[src/core/gism_pkg.sv]
package gism_pkg;
   // -----------------------------------------------------------------
   // Buffer layout
   // -----------------------------------------------------------------
   localparam int        BUF_BYTES      = 6;
   localparam int        BUF_W          = 48;
   localparam logic [7:0] BUF_RESET     = 8'hFF;
   localparam int        CTRL_HI        = 7;
   localparam int        CTRL_LO        = 4;
   // -----------------------------------------------------------------
   // Transfer timing in primary serial clocks
   // -----------------------------------------------------------------
   localparam logic [4:0] TICK_LAST     = 5'h17;
   localparam logic [4:0] BIT_FIRST     = 5'h03;
   localparam logic [1:0] BYTE_LAST     = 2'h2;
   localparam logic [3:0] I2C_BITS      = 4'h9;
   localparam logic [3:0] SPI_BITS      = 4'h8;
   localparam logic [4:0] SPI_POST_TICK = 5'h13;
   localparam logic [4:0] I2C_POST_TICK = 5'h15;
   // -----------------------------------------------------------------
   // Control codes
   // -----------------------------------------------------------------
   localparam logic [3:0] I2C_START     = 4'h6;
   localparam logic [3:0] I2C_STOP      = 4'h1;
   localparam logic [3:0] I2C_BLANK     = 4'h0;
   localparam logic [3:0] I2C_NOTX      = 4'h7;
   localparam logic [3:0] I2C_MACK      = 4'h0;
   localparam logic [3:0] I2C_NACK_STOP = 4'h9;
   localparam logic [3:0] SPI_SEL_LOW   = 4'h8;
   localparam logic [3:0] SPI_SEL_PULSE = 4'hA;
   localparam logic [3:0] SPI_SEL_HIGH  = 4'h9;
   localparam logic [3:0] SPI_NOTX      = 4'hF;
   localparam logic [3:0] SPI_POST_HIGH = 4'h9;
   localparam logic [3:0] SPI_RB_PRE    = 4'h7;
   localparam logic [3:0] SPI_RB_POST   = 4'hF;
endpackage

[src/core/gism_edge_sync.sv]
`timescale 1ns/100ps
module gism_edge_sync (
   input  wire logic core_clk,
   input  wire logic rst_n,
   input  wire logic asyncIn,
   output logic      level,
   output logic      rise
);
   logic stage1;
   logic stage2;

   // -----------------------------------------------------------------
   // Two-stage synchroniser followed by an edge detector.
   // -----------------------------------------------------------------
   always_ff @(posedge core_clk) begin
      if (!rst_n) begin
         stage1 <= 1'b1;
         stage2 <= 1'b1;
         level  <= 1'b1;
         rise   <= 1'b0;
      end else begin
         stage1 <= asyncIn;
         stage2 <= stage1;
         level  <= stage2;
         rise   <= stage2 & ~level;
      end
   end
endmodule

[src/core/gism_master.sv]
`timescale 1ns/100ps
module gism_master (
   input  wire logic                     core_clk,
   input  wire logic                     rst_n,
   input  wire logic                     bufWrite,
   input  wire logic [gism_pkg::BUF_W-1:0] bufWrData,
   input  wire logic                     startTransferCmd,
   input  wire logic                     hostSck,
   input  wire logic                     selectPinN,
   input  wire logic                     gpio3In,
   output logic      [gism_pkg::BUF_W-1:0] bufRdData,
   output logic                          busy,
   output logic                          gpio2Out,
   output logic                          gpio2OeN,
   output logic                          gpio3Out,
   output logic                          gpio3OeN,
   output logic                          gpio4Out,
   output logic                          gpio4OeN
);
   import gism_pkg::*;

   logic [7:0] masterTransferBuffer [BUF_BYTES];
   logic [4:0] tickCnt;
   logic [1:0] byteIdx;
   logic       active;
   logic       skip;
   logic       sdaRel;
   logic       sclRel;
   logic       selRel;
   logic       driveLevel;
   logic [7:0] rx;
   logic       ackBit;
   logic       next_sdaRel;
   logic       next_sclRel;
   logic       next_selRel;
   logic       next_skip;
   logic [7:0] next_rx;
   logic       next_ackBit;

   logic       sckRise;
   logic       selLevel;
   logic       sdaLevel;

   // -----------------------------------------------------------------
   // Helpers
   // -----------------------------------------------------------------
   function automatic logic [3:0] bitOf(input logic [4:0] t);
      logic [4:0] d;
      d = t - BIT_FIRST;
      return d[4:1];
   endfunction

   function automatic logic inBits(input logic [4:0] t, input logic [3:0] n);
      return (t >= BIT_FIRST) && (bitOf(t) < n);
   endfunction

   // -----------------------------------------------------------------
   // Link sampling
   // -----------------------------------------------------------------
   gism_edge_sync sckSync (
      .core_clk (core_clk),
      .rst_n    (rst_n),
      .asyncIn  (hostSck),
      .level    (),
      .rise     (sckRise)
   );

   gism_edge_sync selSync (
      .core_clk (core_clk),
      .rst_n    (rst_n),
      .asyncIn  (selectPinN),
      .level    (selLevel),
      .rise     ()
   );

   gism_edge_sync sdaSync (
      .core_clk (core_clk),
      .rst_n    (rst_n),
      .asyncIn  (gpio3In),
      .level    (sdaLevel),
      .rise     ()
   );

   // -----------------------------------------------------------------
   // Field decode of the current data word
   // -----------------------------------------------------------------
   wire [2:0] evenIdx       = {byteIdx, 1'b0};
   wire [2:0] oddIdx        = {byteIdx, 1'b1};
   wire [3:0] preByteControl  = masterTransferBuffer[evenIdx][CTRL_HI:CTRL_LO];
   wire [3:0] postByteControl = masterTransferBuffer[oddIdx][3:0];
   wire [7:0] payloadByte   = {masterTransferBuffer[evenIdx][3:0],
                               masterTransferBuffer[oddIdx][CTRL_HI:CTRL_LO]};
   wire       isSpi         = preByteControl[3];
   wire       tick          = active & sckRise & ~selLevel;
   wire       lastTick      = tickCnt == TICK_LAST;
   // Odd ticks pull the clock low and present data, even ticks release it and sample.
   wire       lowPhase      = tickCnt[0];
   wire [3:0] bitIdx        = bitOf(tickCnt);
   wire [2:0] msbIdx        = 3'(4'h7 - bitIdx);
   wire       txBit         = (bitIdx < SPI_BITS) ? payloadByte[msbIdx]
                              : (postByteControl != I2C_MACK);
   wire       i2cStopPost   = postByteControl == I2C_NACK_STOP;
   wire [3:0] i2cPreRb      = (preByteControl == I2C_BLANK && sdaRel) ? I2C_NOTX
                              : preByteControl;
   wire [3:0] i2cPostRb     = (postByteControl == I2C_MACK) ? I2C_MACK
                              : i2cStopPost ? {ackBit, 3'h1} : {ackBit, 3'h7};
   wire [3:0] preRb         = isSpi ? SPI_RB_PRE : i2cPreRb;
   wire [3:0] postRb        = isSpi ? SPI_RB_POST : i2cPostRb;

   // -----------------------------------------------------------------
   // Line sequencing per primary serial clock
   // -----------------------------------------------------------------
   always_comb begin
      next_sdaRel = sdaRel;
      next_sclRel = sclRel;
      next_selRel = selRel;
      next_skip   = skip;
      next_rx     = rx;
      next_ackBit = ackBit;
      if (tick && lastTick) begin
         next_skip = 1'b0;
         if (!skip && !isSpi && i2cStopPost) begin
            next_sdaRel = 1'b1;
         end
      end else if (tick && !skip && !isSpi) begin
         if (tickCnt == 5'h00) begin
            next_rx = BUF_RESET;
            if (preByteControl == I2C_START) begin
               next_sdaRel = 1'b1;
               next_sclRel = 1'b1;
            end else if (preByteControl == I2C_STOP) begin
               next_sclRel = 1'b0;
            end else if (preByteControl == I2C_NOTX) begin
               next_sdaRel = 1'b1;
               next_sclRel = 1'b1;
               next_skip   = 1'b1;
            end
         end else if (tickCnt == 5'h01) begin
            if (preByteControl == I2C_START || preByteControl == I2C_STOP) begin
               next_sdaRel = 1'b0;
            end
         end else if (tickCnt == 5'h02) begin
            if (preByteControl == I2C_START) begin
               next_sclRel = 1'b0;
            end else if (preByteControl == I2C_STOP) begin
               next_sclRel = 1'b1;
            end
         end else if (tickCnt == BIT_FIRST && preByteControl == I2C_STOP) begin
            next_sdaRel = 1'b1;
            next_skip   = 1'b1;
         end else if (inBits(tickCnt, I2C_BITS)) begin
            if (lowPhase) begin
               next_sclRel = 1'b0;
               next_sdaRel = txBit;
            end else begin
               next_sclRel = 1'b1;
               if (bitIdx < SPI_BITS) begin
                  next_rx = {rx[6:0], sdaLevel};
               end else begin
                  next_ackBit = sdaLevel;
               end
            end
         end else if (tickCnt == I2C_POST_TICK) begin
            next_sclRel = 1'b0;
            next_sdaRel = 1'b0;
         end else if (tickCnt == I2C_POST_TICK + 5'h01 && i2cStopPost) begin
            next_sclRel = 1'b1;
         end
      end else if (tick && !skip) begin
         if (tickCnt == 5'h00) begin
            next_rx     = BUF_RESET;
            next_sclRel = 1'b1;
            if (preByteControl == SPI_SEL_LOW) begin
               next_selRel = 1'b0;
            end else if (preByteControl == SPI_SEL_PULSE) begin
               next_selRel = 1'b1;
            end else begin
               next_selRel = 1'b1;
               next_sdaRel = 1'b1;
               next_skip   = 1'b1;
            end
         end else if (tickCnt == 5'h01 && preByteControl == SPI_SEL_PULSE) begin
            next_selRel = 1'b0;
         end else if (inBits(tickCnt, SPI_BITS)) begin
            if (lowPhase) begin
               next_sclRel = 1'b0;
               next_sdaRel = txBit;
            end else begin
               next_sclRel = 1'b1;
               next_rx     = {rx[6:0], sdaLevel};
            end
         end else if (tickCnt == SPI_POST_TICK) begin
            next_sdaRel = 1'b1;
            if (postByteControl == SPI_POST_HIGH) begin
               next_selRel = 1'b1;
            end else begin
               next_selRel = 1'b0;
            end
         end
      end
   end

   // -----------------------------------------------------------------
   // Transfer progress
   // -----------------------------------------------------------------
   always_ff @(posedge core_clk) begin
      if (!rst_n) begin
         active  <= 1'b0;
         tickCnt <= 5'h00;
         byteIdx <= 2'h0;
      end else if (startTransferCmd) begin
         active  <= 1'b1;
         tickCnt <= 5'h00;
         byteIdx <= 2'h0;
      end else if (active && selLevel) begin
         active  <= 1'b0;
      end else if (tick) begin
         tickCnt <= lastTick ? 5'h00 : tickCnt + 5'h01;
         byteIdx <= (lastTick && byteIdx != BYTE_LAST) ? byteIdx + 2'h1 : byteIdx;
         active  <= !(lastTick && byteIdx == BYTE_LAST);
      end
   end

   always_ff @(posedge core_clk) begin
      if (!rst_n) begin
         sdaRel     <= 1'b1;
         sclRel     <= 1'b1;
         selRel     <= 1'b1;
         skip       <= 1'b0;
         rx         <= BUF_RESET;
         ackBit     <= 1'b1;
         driveLevel <= 1'b0;
      end else begin
         sdaRel     <= next_sdaRel;
         sclRel     <= next_sclRel;
         selRel     <= next_selRel;
         skip       <= next_skip;
         rx         <= next_rx;
         ackBit     <= next_ackBit;
         driveLevel <= 1'b0;
      end
   end

   // -----------------------------------------------------------------
   // Buffer storage: host writes while idle, the master writes back.
   // -----------------------------------------------------------------
   always_ff @(posedge core_clk) begin
      if (!rst_n) begin
         for (int i = 0; i < BUF_BYTES; i++) begin
            masterTransferBuffer[i] <= BUF_RESET;
         end
      end else if (bufWrite && !active) begin
         for (int i = 0; i < BUF_BYTES; i++) begin
            masterTransferBuffer[i] <= bufWrData[BUF_W-1-8*i -: 8];
         end
      end else if (tick && lastTick) begin
         masterTransferBuffer[evenIdx] <= {preRb, rx[7:4]};
         masterTransferBuffer[oddIdx]  <= {rx[3:0], postRb};
      end
   end

   // -----------------------------------------------------------------
   // Pins: open drain, low enable pulls the line low.
   // -----------------------------------------------------------------
   always_comb begin
      for (int i = 0; i < BUF_BYTES; i++) begin
         bufRdData[BUF_W-1-8*i -: 8] = masterTransferBuffer[i];
      end
   end

   assign busy     = active;
   assign gpio2Out = driveLevel;
   assign gpio3Out = driveLevel;
   assign gpio4Out = driveLevel;
   assign gpio2OeN = selRel;
   assign gpio3OeN = sdaRel;
   assign gpio4OeN = sclRel;
endmodule

[config.mk]
export PLATFORM = sky130hd
export DESIGN_NAME = gism_master
export DESIGN_NICKNAME = d
export VERILOG_FILES = /design/src/core/gism_pkg.sv /design/src/core/gism_edge_sync.sv /design/src/core/gism_master.sv
export SDC_FILE = /design/constraint.sdc
export NUM_CORES = 1
export LEC_CHECK = 0
export BUFFER_PORTS_ARGS = -buffer_cell sky130_fd_sc_hd__buf_2
export CORE_MARGIN = 3
export CORE_UTILIZATION = 59
export DETAILED_ROUTE_END_ITERATION = 7
export GPL_ROUTABILITY_DRIVEN = 0
export PLACE_DENSITY_LB_ADDON = 0.2
export SLEW_MARGIN = 20
export SYNTH_ARGS = -nofsm -noshare
export SYNTH_HDL_FRONTEND = slang
export SYNTH_SLANG_ARGS = --single-unit
[constraint.sdc]
create_clock -name core_clk -period 6.6 [get_ports core_clk]
set_input_delay 0.66 -clock core_clk [delete_from_list [all_inputs] [get_ports core_clk]]
set_output_delay 0.66 -clock core_clk [all_outputs]
set_load 0.05 [all_outputs]
**Word-level counts from Yosys, hierarchy flattened**

Memory sizes are Yosys's and may differ from the RTL's. A register that Yosys moved wholly into a read port is not among the register bits.
Index checks and enable logic that the tools add are counted.

- Memories kept: 1
- Bits in registers: 31
- Word-level logic and storage cells: 238
- Output and inout bits: 55
- Bits of input ports: 55
- Bits in writable memories: 48

- Bitwise operators: 21
- Reductions and logical operators: 44
- Multiplexer cells: 101
- Add/subtract/negate cells: 4
- Eq/ne operators: 44
- Order comparisons: 4

Memory list:

| name | depth | bits a word | rd ports | clocked after Yosys merged registers in | wr ports | RTL line | RTL |
|---|---|---|---|---|---|---|---|
| masterTransferBuffer | 6 | 8 | 8 | 2 | 6 | gism_master.sv:22 | `logic [7:0] masterTransferBuffer [BUF_BYTES];` |

Operator list:

| kind | number |
|---|---|
| $mux W8 | 21 |
| $mux W1 | 67 |
| $mux W3 | 9 |
| $reduce_and A11 Y1 | 2 |
| $eq A5 B5 Y1 const B | 4 |
| $ne A5 B4 Y1 const B | 4 |
| $ne A3 B3 Y1 const B | 6 |
| $reduce_and A9 Y1 | 2 |
| $ne A4 B3 Y1 const B | 4 |
| $reduce_or A8 Y1 | 2 |
| $logic_and A1 B1 Y1 | 15 |
| $eq A4 B4 Y1 const B | 3 |
| $ne A3 B1 Y1 const B | 4 |
| $not A1 Y1 | 12 |
| $reduce_bool A3 Y1 | 4 |
| $eq A5 B2 Y1 const B | 2 |
| $ne A2 B2 Y1 const B | 5 |
| $reduce_and A10 Y1 | 1 |
| $eq A4 B3 Y1 const B | 2 |
| $logic_not A4 Y1 | 2 |
| $lt A4 B4 Y1 const B | 2 |
| $mux W4 | 2 |
| $ne A7 B1 Y1 const B | 1 |
| $ne A3 B2 Y1 const B | 2 |
| other kinds (27) | 40 |

**Longest topological paths before layout**

- Depth after elaboration: 13
- Depth in mapped cells: 10
- Depth with buffers taken out: 8

**Cells and area by module**

Synthesis repeated with hierarchy kept, for this count alone.

- Cell total of the unflattened synthesis: 422
- Area total of the unflattened synthesis: 4745.8 um^2

By module, submodules not included:

| module | instances | cells each | area each (um^2) |
|---|---|---|---|
| gism_master | 1 | 398 | 4423.0 |
| gism_edge_sync | 3 | 8 | 107.6 |

**Worst setup path after synthesis**

Ideal clock, no wire load.

- Path type: register -> register
- Start: memory masterTransferBuffer[4][5]
- End: register rx[0]
- Slack: 3729 ps
- Arrival time: 2754 ps
- Cell stages (with the launch flop): 9
- Data required time: 6483 ps
- Cell sequence: edfxtp_1 -> mux4_2 -> or3b_1 -> buf_2 -> o311a_1 -> or3_1 -> a21bo_1 -> buf_6 -> o22a_1

RTL lines:

| what | RTL line | RTL |
|---|---|---|
| from (decl) | gism_master.sv:22 |  |
| to (signal assigned) | gism_master.sv:238 | `rx <= next_rx;` |
| to (decl) | gism_master.sv:31 | `logic [7:0] rx;` |

==> impl_metrics.ini <==
[floorplanning]
num_rows = 32
core_area_um2 = 7890
die_w_um = 96.9
die_h_um = 96.9
start_util_pct = 61.8
io_pins = 110
die-area_um2 = 9400

[power]
design_power_total_mw = 1.14
comb_power_share_pct = 10.2
swShare_pct = 27.5
seqPwrFrac_pct = 57.4
clockPowerShare_pct = 32.4
switching_power_mw = 0.312
power_density_nw_per_um2 = 203
p_leak_nw = 1.80
internal_power_mw = 0.824
ir_drop_mv = 0.140

[clocking]
cts_buffers = 9
postCtsHoldBufs = 0
cts_root_buf = clkbuf_8
clockBufferDepth = 2
clk_latency_ns = 0.38
clk_pin_slew_ns = 0.10
cts_tree = yes
htree_levels = 3
cts.repair.resized = 0
postCtsSetupBuffers = 0
clock_sinks = 95

[global_route]
grt_pass1_vias = 3946
grt.overflow.total = 0
grtUsageTotal_pct = 28.5
grt_start_max_net_pins = 49
grt_pass1_wl_um = 21100
antenna_found_initial = 0

[timing]
max_slew_margin_pct = 25.1
fin_crit_ns = 3.78
post-route-period-util_pct = 57.3
rsz0062_at_grt = false
fmax_ghz = 0.264
finalHoldViolations = 0
whs_ns = 0.387
fin_skew_ns = 0.0166
slew_viol_final = 0
setup_ws_ns = 2.82
setup_tns_ns = 0
tightest_slew_ns = 1.11
setup_viol = 0

[layout]
multi_input_area_um2 = 2200
diodes = 0
area_growth_pct = 14.8
drive_gt1_share_pct = 28.2
register_area_um2 = 2490
fillers = 594
nets = 582

[drt]
via_per_inst = 6.60
dr.first_iter.drc_count = 507
wirelength_um = 13400
antenna_left = 0
vias = 4131
wl_per_cell_um = 21.4
drt-pass1-iter-count = 5
drcViolationCount = 0

[logic_synthesis]
syn_inst = 430
synth_warnings = 0
ys_seq_area_share_pct = 51.1
synth_most_common_cell = edfxtp_1
synth_top_area_cell = edfxtp_1
ys_ff_latch = 95
synthFlopType = edfxtp_1
async_flop_share_pct = 0
avgSynthCellArea_um2 = 11.3
synth_common_cells = edfxtp_1 (59), o22a_1 (48), dfxtp_1 (36), nand2_1 (33), nor2_1 (27)
yosysTopAreaCellShare_pct = 36.3
synth.area.top_cells = edfxtp_1 (36%), dfxtp_1 (15%), o22a_1 (8.6%)
synth_edf_count = 59
ys_types = 59
synth_area_um2 = 4880

[setup_path]
cp_common_cell = nand2_1
cp-end-kind = flop
slowest_stage = nand2_1
slowest_delay_ns = 0.72
required_ns = 6.60
crit_path_max_fanout = 18
path_class = flop to flop
crit_path_start_kind = flop
rrSetupSlack_ns = 2.82
cp.arrival_ns = 3.78
crit_chain = ha_1 -> nand3_1 -> nor2_1 -> nand2_1 -> nand2_1

[placed_design]
port_buffers = 106
place_ws_ns = 2.99
dpl.hpwl_um = 9670

[flow_run]
maxCapViolCount = 0

[status]
status = finished, final reports clean

[worst_hold_path]
hp-class = flop to flop
## cells by family after synthesis
kind of cell,Yosys count,share of synthesized area [%]
AO/OA/AOI/OAI,121,18.8
XOR/XNOR,6,1.08
adder cells (fa/ha/maj),8,2.05
buffers and inverters,44,3.95
flip-flops,95,51.1
multiplexers,23,8.62
other,1,0.0769
AND/OR/NAND/NOR,132,14.3
## flip-flops by register name (all words and copies together), names as in the netlist, 2 cells and up, named ones only
name / cells
masterTransferBuffer: 62
tickCnt: 5
rx: 8
byteIdx: 2
## placed cells by master (no fill, tap or decap), drive strengths merged, types with 4 or more instances in the layout
master and instances:
a21oi 20, a31oi 5, and2 4, buf 109, clkbuf 9, dfxtp 36
edfxtp 59, ha 8, inv 14, mux2i 6, mux4 15, nand2 33
nand2b 13, nand3 12, nor2 27, nor2b 4, nor3 7, o21a 7
o21ai 6, o22a 48, o22ai 7, or3 5, xnor2 5
## layer usage
metal	up-vias	routed length [um]	share of wire (%)	global-route usage, %
met5	-	0	0	0
li1	1842	-	-	-
met1	1955	5120	38	38.2
met4	0	484	3.6	14.0
met3	38	1470	11	6.71
met2	296	6330	47	43.6
## area by class of cell
class	count	share of cell area, %
sequential	95	44.5
inverter	11	0.737
tap	102	2.28
timing repair buffer	109	9.83
clock buffer	9	2.21
clock inverter	7	1.12
multi-input combinational	293	39.3
## final timing paths
kind	from	end	depth (start not counted)
worst max-delay path	tickCnt[0]	masterTransferBuffer[1][2]	5
worst min-delay path	sckSync.level	sckSync.rise	1
worst max register to register	tickCnt[0]	masterTransferBuffer[1][2]	5
worst min register to register	sckSync.level	sckSync.rise	1
## power groups by stage
stage          Sequential (mW)  Clock [mW]  Combinational [mW]
6_report                 0.652       0.368               0.115
3_3_place_gp             0.664           0               0.112
4_1_cts                  0.652       0.368               0.115
2_1_floorplan            0.701           0              0.0410
3_5_place_dp             0.666           0               0.115
5_1_grt                  0.654       0.398               0.122
## worst max-delay path, delay by kind of cell (launching register included)
kind	cells	cell delay (ns)
adder cells (fa/ha/maj)	1	0.63
flip-flops	1	0.57
AND/OR/NAND/NOR	4	2.20
## stage by stage
step	area, um2	utilization [%]	instances
after global placement	5410	68.6	609
after global routing	5600	71.0	626
after floorplan	4890	-	432
after CTS	5590	70.9	625
after detailed placement	5410	68.6	609
final	5600	71.0	626
No activity file was read; power rests on OpenSTA's default activity.
